[config.mk]
export PLATFORM = sky130hd
export DESIGN_NAME = sbci_top
export DESIGN_NICKNAME = d
export VERILOG_FILES = /design/src/rtl/sbci_pkg.sv /design/src/rtl/sbci_top.sv /design/src/rtl/sbci_fifo.sv
export SDC_FILE = /design/constraint.sdc
export NUM_CORES = 1
export LEC_CHECK = 0
export BUFFER_PORTS_ARGS = -buffer_cell sky130_fd_sc_hd__buf_2
export CORE_AREA = 5 5 187 189
export DETAILED_ROUTE_END_ITERATION = 7
export DIE_AREA = 0 0 192 194
export GPL_ROUTABILITY_DRIVEN = 0
export GPL_TIMING_DRIVEN = 1
export MAX_ROUTING_LAYER = met4
export PLACE_DENSITY = 0.65
export SETUP_SLACK_MARGIN = 0.4
export SLEW_MARGIN = 40
export SYNTH_ARGS = -nofsm -noshare
export SYNTH_HDL_FRONTEND = slang
export SYNTH_SLANG_ARGS = --single-unit
[constraint.sdc]
create_clock -name clk -period 4.7 [get_ports clk]
set_input_delay 0.94 -clock clk [delete_from_list [all_inputs] [get_ports clk]]
set_output_delay 0.94 -clock clk [all_outputs]
set_load 0.01 [all_outputs]
[src/rtl/sbci_pkg.sv]
// Constants and carrier types for the subscriber buffer processor interface
`default_nettype none
package sbci_pkg;
  // Processor register addresses and read data reset value
  localparam logic [15:0] ADDR_CABLE_RX   = 16'h8001;
  localparam logic [15:0] ADDR_CABLE_TX   = 16'h8002;
  localparam logic [15:0] ADDR_TC_CHAR    = 16'h8003;
  localparam logic [15:0] ADDR_TC_RDY     = 16'h8004;
  localparam logic [15:0] ADDR_CT_CHAR    = 16'h8005;
  localparam logic [15:0] ADDR_CT_RDY     = 16'h8006;
  localparam logic [15:0] ADDR_PEER_ADDR  = 16'h8007;
  localparam logic [15:0] RDATA_RESET     = 16'h0000;

  // Header bit positions and ready flag position
  localparam int HDR_RETX_SENT_BIT = 4;
  localparam int HDR_SIMPLEX_BIT   = 2;
  localparam int RDY_BIT           = 15;

  // Message layout: two header bytes then eight data bytes
  localparam logic [3:0] MSG_FIRST   = 4'h0;
  localparam logic [3:0] MSG_SKIPPED = 4'h1;
  localparam logic [3:0] MSG_AFTER   = 4'h2;
  localparam logic [3:0] MSG_LAST    = 4'h9;
  localparam int         MSG_BYTES   = 10;
  localparam int         ADDR_BITS   = 10;

  // Processor flag positions in proc_flags
  localparam int FLG_HOLDUP   = 0;
  localparam int FLG_CT_BREAK = 1;
  localparam int FLG_TC_ACK   = 2;
  localparam int FLG_RX_ACK   = 3;
  localparam int FLG_COUNT    = 4;

  // Cable-to-terminal queue shape
  localparam int CT_FIFO_WIDTH = 8;
  localparam int CT_FIFO_DEPTH = 16;

  typedef struct packed {
    logic [ADDR_BITS-1:0] rx_addr;
    logic [15:0]          tx_word;
  } sbci_setup_s;

  typedef struct packed {
    logic [7:0] data;
    logic       last;
    logic       parity_ok;
  } sbci_rx_s;

  typedef enum logic [1:0] {
    TX_IDLE = 2'b01,
    TX_SEND = 2'b10
  } sbci_tx_e;
endpackage : sbci_pkg
`default_nettype wire

[src/rtl/sbci_top.sv]
// Processor-facing register bank of the subscriber buffer
`default_nettype none
module sbci_top (
  // Clock and reset
  input  wire logic                 clk,
  input  wire logic                 rst,
  // Processor register port
  input  wire logic [15:0]          cpu_addr,
  input  wire logic                 cpu_rd,
  input  wire logic                 cpu_wr,
  input  wire logic [15:0]          cpu_wdata,
  output logic [15:0]               cpu_rdata,
  // Jump conditions, flags and initialization
  output logic                      msg_transmitted_cond,
  output logic                      terminal_break_cond,
  output logic                      msg_received_cond,
  input  wire logic [3:0]           proc_flags,
  output logic                      init_req,
  // Keypad control unit
  input  wire logic                 kp_load,
  input  wire sbci_pkg::sbci_setup_s kp_setup,
  // Cable receive
  input  wire logic                 rx_valid,
  input  wire sbci_pkg::sbci_rx_s   rx_byte,
  // Cable transmit
  input  wire logic                 tx_poll,
  output logic                      tx_valid,
  output logic [7:0]                tx_data,
  output logic                      tx_last,
  // Terminal
  input  wire logic                 term_char_valid,
  input  wire logic [7:0]           term_char,
  input  wire logic                 term_break_key,
  output logic                      term_hold,
  output logic                      term_break,
  output logic                      term_out_valid,
  input  wire logic                 term_out_ready,
  output logic [7:0]                term_out_data
);
  import sbci_pkg::*;

  function automatic logic hit(input logic stb, input logic [15:0] a,
                               input logic [15:0] off);
    return stb && (a == off);
  endfunction : hit

  logic [ADDR_BITS-1:0] rx_addr_r;
  logic [ADDR_BITS-1:0] tx_addr_r;
  logic                 init_r;
  logic [15:0]          rdata_r;
  logic [3:0]           flg_q_r;
  logic [3:0]           flg_rise;
  logic [7:0]           in_buf [MSG_BYTES];
  logic [7:0]           out_buf [MSG_BYTES];
  logic [3:0]           rx_cnt_r;
  logic                 rx_long_r;
  logic [3:0]           rd_idx_r;
  logic [3:0]           wr_idx_r;
  logic [3:0]           tx_cnt_r;
  sbci_tx_e             tx_st_r;
  logic                 out_ok_r;
  logic                 dummy_r;
  logic                 xmit_r;
  logic                 recv_r;
  logic                 brk_r;
  logic                 tx_valid_r;
  logic [7:0]           tx_data_r;
  logic                 tx_last_r;
  logic [7:0]           tc_char_r;
  logic                 tc_rdy_r;
  logic                 ct_rdy_r;
  logic                 ct_in_ready;
  logic                 hold_r;
  logic                 tbrk_r;
  logic                 rx_rd;
  logic                 tc_rd;
  logic                 cor_wr;
  logic                 ct_wr;
  logic                 hdr_wr;
  logic                 emerg_wr;
  logic                 msg_done;
  logic                 tx_done;
  logic                 rx_good;
  logic                 addr_live;

  assign rx_rd    = hit(cpu_rd, cpu_addr, ADDR_CABLE_RX);
  assign tc_rd    = hit(cpu_rd, cpu_addr, ADDR_TC_CHAR);
  assign cor_wr   = hit(cpu_wr, cpu_addr, ADDR_CABLE_TX);
  assign ct_wr    = hit(cpu_wr, cpu_addr, ADDR_CT_CHAR);
  assign hdr_wr   = cor_wr && (wr_idx_r == MSG_FIRST);
  assign emerg_wr = hdr_wr && cpu_wdata[HDR_RETX_SENT_BIT];
  assign msg_done = emerg_wr || (cor_wr && (wr_idx_r == MSG_LAST));
  assign tx_done  = (tx_st_r == TX_SEND) && (tx_cnt_r == MSG_LAST);
  assign addr_live = (|rx_addr_r) || (|tx_addr_r);
  assign rx_good  = rx_valid && rx_byte.last && rx_byte.parity_ok &&
                    (rx_cnt_r == MSG_LAST) && !rx_long_r && addr_live;

  assign cpu_rdata            = rdata_r;
  assign msg_transmitted_cond = xmit_r;
  assign terminal_break_cond  = brk_r;
  assign msg_received_cond    = recv_r;
  assign init_req             = init_r;
  assign tx_valid             = tx_valid_r;
  assign tx_data              = tx_data_r;
  assign tx_last              = tx_last_r;
  assign term_hold            = hold_r;
  assign term_break           = tbrk_r;

  //////////////////////////////////////////////////////////////////////////
  // Processor flag edge detection

  genvar g;
  generate
    for (g = 0; g < FLG_COUNT; g++) begin : g_rise
      assign flg_rise[g] = proc_flags[g] && !flg_q_r[g];
    end
  endgenerate

  always_ff @(posedge clk or posedge rst) begin
    if (rst) begin
      flg_q_r <= 4'h0;
    end else begin
      flg_q_r <= proc_flags;
    end
  end

  //////////////////////////////////////////////////////////////////////////
  // Keypad setup

  // Low ten bits of third word
  always_ff @(posedge clk or posedge rst) begin
    if (rst) begin
      rx_addr_r <= '0;
      tx_addr_r <= '0;
      init_r    <= 1'b0;
    end else begin
      init_r <= kp_load;
      if (kp_load) begin
        rx_addr_r <= kp_setup.rx_addr;
        tx_addr_r <= kp_setup.tx_word[ADDR_BITS-1:0];
      end
    end
  end

  //////////////////////////////////////////////////////////////////////////
  // Register read port

  always_ff @(posedge clk or posedge rst) begin
    if (rst) begin
      rdata_r <= RDATA_RESET;
    end else if (cpu_rd) begin
      case (cpu_addr)
        ADDR_CABLE_RX:  rdata_r <= {8'h00, in_buf[rd_idx_r]};
        ADDR_TC_CHAR:   rdata_r <= {8'h00, tc_char_r};
        ADDR_TC_RDY:    rdata_r <= {tc_rdy_r, 15'h0000};
        ADDR_CT_RDY:    rdata_r <= {ct_rdy_r, 15'h0000};
        ADDR_PEER_ADDR: rdata_r <= {6'h00, tx_addr_r};
        default:        rdata_r <= RDATA_RESET;
      endcase
    end
  end

  //////////////////////////////////////////////////////////////////////////
  // Cable receive buffer

  always_ff @(posedge clk) begin
    if (rx_valid) begin
      in_buf[rx_cnt_r] <= rx_byte.data;
    end
  end

  // Overlong messages pile into the last slot and fail the length check
  always_ff @(posedge clk or posedge rst) begin
    if (rst) begin
      rx_cnt_r  <= MSG_FIRST;
      rx_long_r <= 1'b0;
    end else if (rx_valid) begin
      if (rx_byte.last) begin
        rx_cnt_r  <= MSG_FIRST;
        rx_long_r <= 1'b0;
      end else if (rx_cnt_r != MSG_LAST) begin
        rx_cnt_r <= rx_cnt_r + 4'h1;
      end else begin
        rx_long_r <= 1'b1;
      end
    end
  end

  always_ff @(posedge clk or posedge rst) begin
    if (rst) begin
      rd_idx_r <= MSG_FIRST;
    end else if (rx_good) begin
      rd_idx_r <= MSG_FIRST;
    end else if (rx_rd) begin
      if (rd_idx_r == MSG_FIRST) begin
        rd_idx_r <= MSG_AFTER;
      end else if (rd_idx_r != MSG_LAST) begin
        rd_idx_r <= rd_idx_r + 4'h1;
      end
    end
  end

  always_ff @(posedge clk or posedge rst) begin
    if (rst) begin
      recv_r <= 1'b0;
    end else if (rx_good) begin
      recv_r <= 1'b1;
    end else if (flg_rise[FLG_RX_ACK] || kp_load) begin
      recv_r <= 1'b0;
    end
  end

  //////////////////////////////////////////////////////////////////////////
  // Cable transmit buffer

  always_ff @(posedge clk) begin
    if (cor_wr) begin
      out_buf[wr_idx_r] <= cpu_wdata[7:0];
    end
  end

  always_ff @(posedge clk or posedge rst) begin
    if (rst) begin
      wr_idx_r <= MSG_FIRST;
    end else if (kp_load || msg_done) begin
      wr_idx_r <= MSG_FIRST;
    end else if (cor_wr) begin
      wr_idx_r <= wr_idx_r + 4'h1;
    end
  end

  always_ff @(posedge clk or posedge rst) begin
    if (rst) begin
      out_ok_r <= 1'b0;
      dummy_r  <= 1'b0;
    end else begin
      if (kp_load || (hdr_wr && !emerg_wr)) begin
        out_ok_r <= 1'b0;
      end else if (msg_done) begin
        out_ok_r <= 1'b1;
      end
      if (hdr_wr) begin
        dummy_r <= cpu_wdata[HDR_SIMPLEX_BIT];
      end
    end
  end

  // Held message is resent on every poll until replaced or cleared by a keypad load, unless its header has bit 2 set
  always_ff @(posedge clk or posedge rst) begin
    if (rst) begin
      tx_st_r  <= TX_IDLE;
      tx_cnt_r <= MSG_FIRST;
    end else begin
      unique case (tx_st_r)
        TX_IDLE: begin
          tx_cnt_r <= MSG_FIRST;
          if (tx_poll && out_ok_r && !dummy_r) begin
            tx_st_r <= TX_SEND;
          end
        end
        TX_SEND: begin
          tx_cnt_r <= tx_cnt_r + 4'h1;
          if (tx_done) begin
            tx_st_r <= TX_IDLE;
          end
        end
        default: tx_st_r <= TX_IDLE;
      endcase
    end
  end

  always_ff @(posedge clk or posedge rst) begin
    if (rst) begin
      tx_valid_r <= 1'b0;
      tx_data_r  <= 8'h00;
      tx_last_r  <= 1'b0;
    end else begin
      tx_valid_r <= (tx_st_r == TX_SEND);
      tx_last_r  <= tx_done;
      if (tx_st_r == TX_SEND) begin
        tx_data_r <= out_buf[tx_cnt_r];
      end
    end
  end

  // Set after sending, clear on emergency header
  always_ff @(posedge clk or posedge rst) begin
    if (rst) begin
      xmit_r <= 1'b0;
    end else if (tx_done) begin
      xmit_r <= 1'b1;
    end else if (emerg_wr) begin
      xmit_r <= 1'b0;
    end
  end

  //////////////////////////////////////////////////////////////////////////
  // Terminal side

  always_ff @(posedge clk or posedge rst) begin
    if (rst) begin
      tc_char_r <= 8'h00;
      tc_rdy_r  <= 1'b0;
    end else if (term_char_valid) begin
      tc_char_r <= term_char;
      tc_rdy_r  <= 1'b1;
    end else if (tc_rd) begin
      tc_rdy_r <= 1'b0;
    end
  end

  always_ff @(posedge clk or posedge rst) begin
    if (rst) begin
      ct_rdy_r <= 1'b0;
    end else if (ct_wr) begin
      ct_rdy_r <= 1'b0;
    end else begin
      ct_rdy_r <= ct_in_ready;
    end
  end

  always_ff @(posedge clk or posedge rst) begin
    if (rst) begin
      brk_r <= 1'b0;
    end else if (term_break_key) begin
      brk_r <= 1'b1;
    end else if (flg_rise[FLG_TC_ACK]) begin
      brk_r <= 1'b0;
    end
  end

  always_ff @(posedge clk or posedge rst) begin
    if (rst) begin
      tbrk_r <= 1'b0;
      hold_r <= 1'b0;
    end else begin
      tbrk_r <= flg_rise[FLG_CT_BREAK];
      hold_r <= proc_flags[FLG_HOLDUP];
    end
  end

  // Full queue drops the ready flag, so software stalls instead of losing data
  sbci_fifo #(
    .WIDTH (CT_FIFO_WIDTH),
    .DEPTH (CT_FIFO_DEPTH)
  ) u_ct_queue (
    .clk       (clk),
    .rst       (rst),
    .in_valid  (ct_wr),
    .in_ready  (ct_in_ready),
    .in_data   (cpu_wdata[7:0]),
    .out_valid (term_out_valid),
    .out_ready (term_out_ready),
    .out_data  (term_out_data)
  );
endmodule : sbci_top
`default_nettype wire

[src/rtl/sbci_fifo.sv]
// Parameterised valid/ready FIFO for the cable-to-terminal queue
`default_nettype none
module sbci_fifo #(
  parameter int WIDTH = 8,
  parameter int DEPTH = 16
) (
  // Clock and reset
  input  wire logic             clk,
  input  wire logic             rst,
  // Fill side
  input  wire logic             in_valid,
  output logic                  in_ready,
  input  wire logic [WIDTH-1:0] in_data,
  // Drain side
  output logic                  out_valid,
  input  wire logic             out_ready,
  output logic [WIDTH-1:0]      out_data
);
  localparam int PW = $clog2(DEPTH);

  logic [WIDTH-1:0] mem_r [DEPTH];
  logic [PW:0]      wp_r;
  logic [PW:0]      rp_r;
  logic             push;
  logic             pop;

  assign in_ready  = (wp_r - rp_r) != (PW+1)'(DEPTH);
  assign out_valid = wp_r != rp_r;
  assign push      = in_valid && in_ready;
  assign pop       = out_valid && out_ready;
  assign out_data  = mem_r[rp_r[PW-1:0]];

  always_ff @(posedge clk) begin
    if (push) begin
      mem_r[wp_r[PW-1:0]] <= in_data;
    end
  end

  always_ff @(posedge clk or posedge rst) begin
    if (rst) begin
      wp_r <= '0;
      rp_r <= '0;
    end else begin
      if (push) begin
        wp_r <= wp_r + 1'b1;
      end
      if (pop) begin
        rp_r <= rp_r + 1'b1;
      end
    end
  end
endmodule : sbci_fifo
`default_nettype wire

==> After elaboration in Yosys (flattened, before gate mapping) <==
Memory sizes are Yosys's and may differ from the RTL's. A register that Yosys moved wholly into a read port is not among the register bits.
Index checks and enable logic that the tools add are counted.
{ "classes": {"eq_ne": 19, "n_reduce_logical": 50, "n_mux": 32, "n_addsub": 7} }
{ "op_table": {"columns": ["op", "count"], "rows": [
  ["$eq 16x16->1 const B", 7],
  ["$pmux 16 s5", 1],
  ["$mux 4", 8],
  ["$logic_and 1x1->1", 21],
  ["$reduce_or 10->1", 2],
  ["$mux 1", 19],
  ["$reduce_bool 2->1", 9],
  ["$add 4x1->4 const B", 4],
  ["$eq 4x4->1 const B", 3],
  ["$add 5x1->5 const B", 2],
  ["$logic_not 4->1", 2],
  ["$ne 4x4->1 const B", 2],
  ["$pmux 4 s2", 1],
  ["$reduce_and 2->1", 4],
  ["$logic_not 1->1", 6],
  ["$ne 2x2->1 const B", 3],
  ["$logic_or 1x1->1", 5],
  ["$ne 5x5->1", 1],
  ["$ne 5x5->1 const B", 1],
  ["$sub 5x5->5", 1],
  ["$mux 2", 2],
  ["$pmux 2 s2", 1],
  ["$reduce_bool 3->1", 1],
  ["$eq 2x1->1 const B", 1],
  ["$eq 2x2->1 const B", 1]
]} }
{ "totals": {"output_inout_bits": 41, "register_bits": 89, "mem_bits_rw": 288, "memories": 3, "word_cells": 136} }
{ "mem_list": {"columns": ["memory", "depth", "word_bits", "read_ports", "rd_ports_with_merged_regs", "write_ports", "line_no", "text"], "rows": [
  ["u_ct_queue.mem_r", 16, 8, 1, 0, 1, "sbci_fifo.sv:21", "logic [WIDTH-1:0] mem_r [DEPTH];"],
  ["in_buf", 10, 8, 1, 0, 1, "sbci_top.sv:53", "logic [7:0] in_buf [MSG_BYTES];"],
  ["out_buf", 10, 8, 1, 1, 1, "sbci_top.sv:54", "logic [7:0] out_buf [MSG_BYTES];"]
]} }

==> Longest topological paths before layout <==
{ "logic_depth": {"ltp_word": 8, "depth_mapped": 10, "mapped_depth_nobuf": 7} }

==> Hierarchy <==
Synthesis repeated with hierarchy kept, for this count alone.
{ "unflattened": {"hier_cells": 960, "hier_area_um2": 15821.4} }
{ "modules_own_cells": {"columns": ["mod", "area_per_inst_um2", "n_inst", "cells_each"], "rows": [
  ["sbci_top", 10038.4, 1, 633],
  ["sbci_fifo", 5783.0, 1, 327]
]} }

==> Least setup slack after synthesis <==
OpenSTA, ideal clock, no wires.
{ "synth_timing": {"path_type": "input-to-reg", "start": "in cpu_addr[7]", "end": "reg dummy_r", "setup_time_ns": 0.125, "path_slack_ns": 1.659, "arrival_time_ns": 2.917, "n_path_buf": 0, "path_stages": 4, "required_ns": 4.575, "cell_sequence": "nor4_4 -> nand4_2 -> nor4_1 -> mux2_2"} }
{ "synth_via": {"elab_chain_len": 3} }
{ "synth_rtl": {"columns": ["element", "line_no", "text"], "rows": [
  ["start: declaration", "sbci_top.sv:8", "input wire logic [15:0] cpu_addr,"],
  ["$eq 16x16->1", "sbci_top.sv:44", "return stb && (a == off);"],
  ["$logic_and 1x1->1", "sbci_top.sv:44", null],
  ["$logic_and 1x1->1", "sbci_top.sv:90", "assign hdr_wr = cor_wr && (wr_idx_r == MSG_FIRST);"],
  ["named net hdr_wr", "sbci_top.sv:79", "logic hdr_wr;"],
  ["end signal: assignment", "sbci_top.sv:243", "dummy_r <= cpu_wdata[HDR_SIMPLEX_BIT];"],
  ["end: declaration", "sbci_top.sv:62", "logic dummy_r;"]
]} }
The timed path passes the listed nets, and every way through them passes these cells.
A chain may end at the register's enable or synchronous reset.

==> Worst setup path in the final report <==
{ "layout_timing": {"start": "reg u_ct_queue.rp_r[0]", "end": "out term_out_data[0]"} }
{ "layout_via": {"elab_chain_len": 1} }
{ "layout_rtl": {"columns": ["element", "line_no", "text"], "rows": [
  ["start: declaration", "sbci_fifo.sv:23", "logic [PW:0] rp_r;"],
  ["start signal: assignment", "sbci_fifo.sv:48", "rp_r <= rp_r + 1'b1;"],
  ["$mem_v2 16x8", null, null],
  ["end: declaration", "sbci_top.sv:38", "output logic [7:0] term_out_data"]
]} }
Every way passes these cells.

==> results.yml <==
timing:
  worst-slew-pin-transition_ps: 765.0
  min_period_over_period_pct: 78.06
  finalHoldViolCount: 0
  final.setup_skew_ps: 17.53
  timing.final.crit_period_ps: 3669
  timing.final.max_slew_violations: 0
  setup-tns-final_ps: 0
  grt_setup_unrepaired: "no"
  fmax_mhz: 272.6
  maxSlewHeadroom_pct: 48.78
  setup_viol: 0
run_status:
  outcome: "complete, no violations"
setup_path:
  worst-r2r-setup-slack_ps: 1380
  cp_cell_sequence: "buf_4 -> mux4_2 -> mux4_2 -> buf_2"
  critical_path.startpoint_type: "flop"
  cp.required_ps: 3760
  ws_path_type: "reg2out"
  cp_slowest_stage_delay_ps: 730
  cp-end-kind: "output port"
  crit_fanout: 24
  cp_common_cell: "sky130_fd_sc_hd__mux4_2"
  critical-path-slowest-cell: "sky130_fd_sc_hd__dfrtp_4"
  worst_ep_arrival_time_ps: 2730
  timing.critical_path.buf_inv: 2
  category_of_cells_accounting_for_the_largest_share_of_critical_path_delay: "multiplexers"
cts:
  clk_pin_slew_worst_paths_ps: 60
  cts_buffers: 39
  cts_buffer_depth: 3
  insertion_delay_ps: 520
  ctsHtreeMaxLevel: 2
  cts_hold_repair.buffers: 0
  cts_tree: "done"
  cts-resized-gates: 0
  clock-sinks: 379
  post-cts-setup-buffer-count: 0
  ctsRootBufferMaster: "sky130_fd_sc_hd__clkbuf_16"
synth:
  post_synth.cell_area_avg_um2: 17.18
  synth.yosys.warnings: 0
  number_of_enable_type_register_cells_in_the_synthesized_netlist: 288
  number_of_synthesized_register_bits: 379
  synth.yosys.seq_area_share_pct: 70.20
  synth_area_um2: 15570
  synthTopCellsByArea: "sky130_fd_sc_hd__edfxtp_1 (56%), sky130_fd_sc_hd__dfrtp_1 (14%), sky130_fd_sc_hd__mux4_2 (9.4%)"
  postSynthCellCount: 906
  share_of_the_synthesized_area_in_the_top_cell_type_pct: 55.56
  synth_async_sr_flop_share_pct: 24.01
  library_cells_used_by_synthesis: 67
  synthFlopType: "sky130_fd_sc_hd__edfxtp_1"
  synth_area_leader_cell: "sky130_fd_sc_hd__edfxtp_1"
floorplanning:
  placement_rows: 67
  design.portCount: 131
  placeableCoreArea_um2: 33110
  total_die_area_um2: 37250
  floorplan.initialDensity_pct: 47.01
  die_w_um: 192
  die_height_um: 194
placement:
  post-dp-hpwl_um: 20470
  post_dp_cell_area_um2: 16600
  buffer_ports.inserted: 111
global_routing:
  global_route_wire_length_before_repair_um: 49450
  antenna_violations_before_repair: 4
  globalRoute.totalOverflow: 0
  gr-usage-all-layers_pct: 17.53
  grt_max_degree: 57
  grt_pass1_vias: 8600
layout:
  final_cell_area_um2: 17880
  fillCellCount: 2608
  nNetsFinal: 1141
  fraction_of_layout_instances_using_a_drive_strength_above_1_pct: 28.92
  syn2layout_area_growth_pct: 14.89
routing:
  first_pass_iters: 5
  totalWireLength_um: 31290
  drt_iter0_markers: 466
  drcViolationCount: 0
  antenna_left: 0
  wl_per_cell_um: 20.72
  via_count: 8203
  vias_per_cell: 5.432
pwr:
  ir_worst_vdd_v: 0.0002517
  power.static_leakage_nw: 6.554
  total_power_w: 0.007957
  power.density_cell_area_nw_per_um2: 444.9
hold_path:
  worst_min_delay_path_category: "reg2reg"
run:
  max-cap-violations: 0
[cell usage after synthesis, types with 13 or more instances]
cell type	count
sky130_fd_sc_hd__mux4_2	65
sky130_fd_sc_hd__mux2i_1	26
sky130_fd_sc_hd__mux2_2	37
sky130_fd_sc_hd__inv_1	31
sky130_fd_sc_hd__a211oi_1	20
sky130_fd_sc_hd__edfxtp_1	288
sky130_fd_sc_hd__a21oi_1	13
sky130_fd_sc_hd__and3_1	22
sky130_fd_sc_hd__ha_1	24
sky130_fd_sc_hd__nor2b_1	18
sky130_fd_sc_hd__nor4_1	13
sky130_fd_sc_hd__dfrtp_1	90
sky130_fd_sc_hd__nor2_1	16
sky130_fd_sc_hd__nand2_1	49
sky130_fd_sc_hd__clkbuf_1	27
[report_power, final]
group / leakage [nW] / switching [W] / internal [W]
sequential: 3.73 / 0.000138 / 0.00372
clock: 0.613 / 0.00123 / 0.00179
combinational: 2.21 / 0.000524 / 0.000556
[registers in the layout, summed over array words and instances (netlist names), 2 cells and up]
register and flops:
rd_idx_r 4, tx_cnt_r 4, wr_idx_r 4, out_buf 80, u_ct_queue.wp_r 5, tx_st_r 2, rx_cnt_r 4, rx_addr_r 10
cpu_rdata 11, in_buf 80, u_ct_queue.rp_r 5, tx_data 8, u_ct_queue.mem_r 128, tc_char_r 8, tx_addr_r 10, flg_q_r 4
[metrics by stage]
step	util [%]	hold WS (ps)	setup WS [ps]	cells
4_1_cts	53.95	410.6	759.9	1506
3_5_place_dp	50.13	402.3	1067	1434
6_report	54.01	400.3	1031	1510
5_1_grt	54.01	435.1	893.7	1510
3_3_place_gp	50.11	387.3	1112	1434
2_1_floorplan	-	377.7	1398	910
[cell usage in the layout (no fill, tap or decap), drive strengths merged, types with 9 or more instances in the layout]
master / n
dfrtp: 90
nand2: 49
nor2b: 18
a211oi: 20
inv: 34
mux2: 37
nor2: 16
clkbuf: 58
and3: 23
buf: 125
mux4: 65
ha: 24
edfxtp: 288
o21ai: 10
mux2i: 26
nor4: 14
a21oi: 14
nand3: 12
and2: 9
[routing by layer]
layer | vias up | part of all wire [%] | GRT usage [%]
met5 | - | 0 | -
li1 | 3795 | - | -
met3 | 42 | 4.7 | 3.043
met1 | 4194 | 44 | 23.72
met2 | 172 | 50 | 28.32
met4 | 0 | 1.7 | 3.698
[logic make-up after synthesis]
kind of cell | count (synthesis) | synth area share [%]
AO/OA/AOI/OAI | 99 | 4.606
XOR/XNOR | 9 | 0.5064
adder cells (fa/ha/maj) | 24 | 1.929
buffers and inverters | 81 | 2.218
flip-flops | 379 | 70.20
multiplexers | 128 | 13.75
other | 1 | 0.02409
AND/OR/NAND/NOR | 185 | 6.768
[final timing paths]
check / from / endpoint / depth (start not counted)
max reg2reg: u_ct_queue.rp_r[2]$_DFFE_PP0P_ / u_ct_queue.mem_r[4][0]$_DFFE_PP_ / 7
max in group asynchronous: rst / rd_idx_r[0]$_DFFE_PP0P_ / 3
max: u_ct_queue.rp_r[0]$_DFFE_PP0P_ / term_out_data[0] / 4
min reg2reg: flg_q_r[1]$_DFF_PP0_ / term_break$_DFF_PP0_ / 1
min in group asynchronous: rst / cpu_rdata[8]$_DFFE_PP0P_ / 2
min: flg_q_r[1]$_DFF_PP0_ / term_break$_DFF_PP0_ / 1
[layout make-up]
cell class	instances	area [µm²]	share of cell area [%]
Antenna cell	4	10.01	0.05597
Clock buffer	58	1099	6.143
Clock inverter	14	163.9	0.9165
Inverter	32	125.1	0.6996
Multi-Input combinational cell	450	4330	24.21
Sequential cell	379	10930	61.14
Tap cell	448	560.5	3.134
Timing Repair Buffer	125	660.6	3.694
No activity file was read; power rests on OpenSTA's default activity.
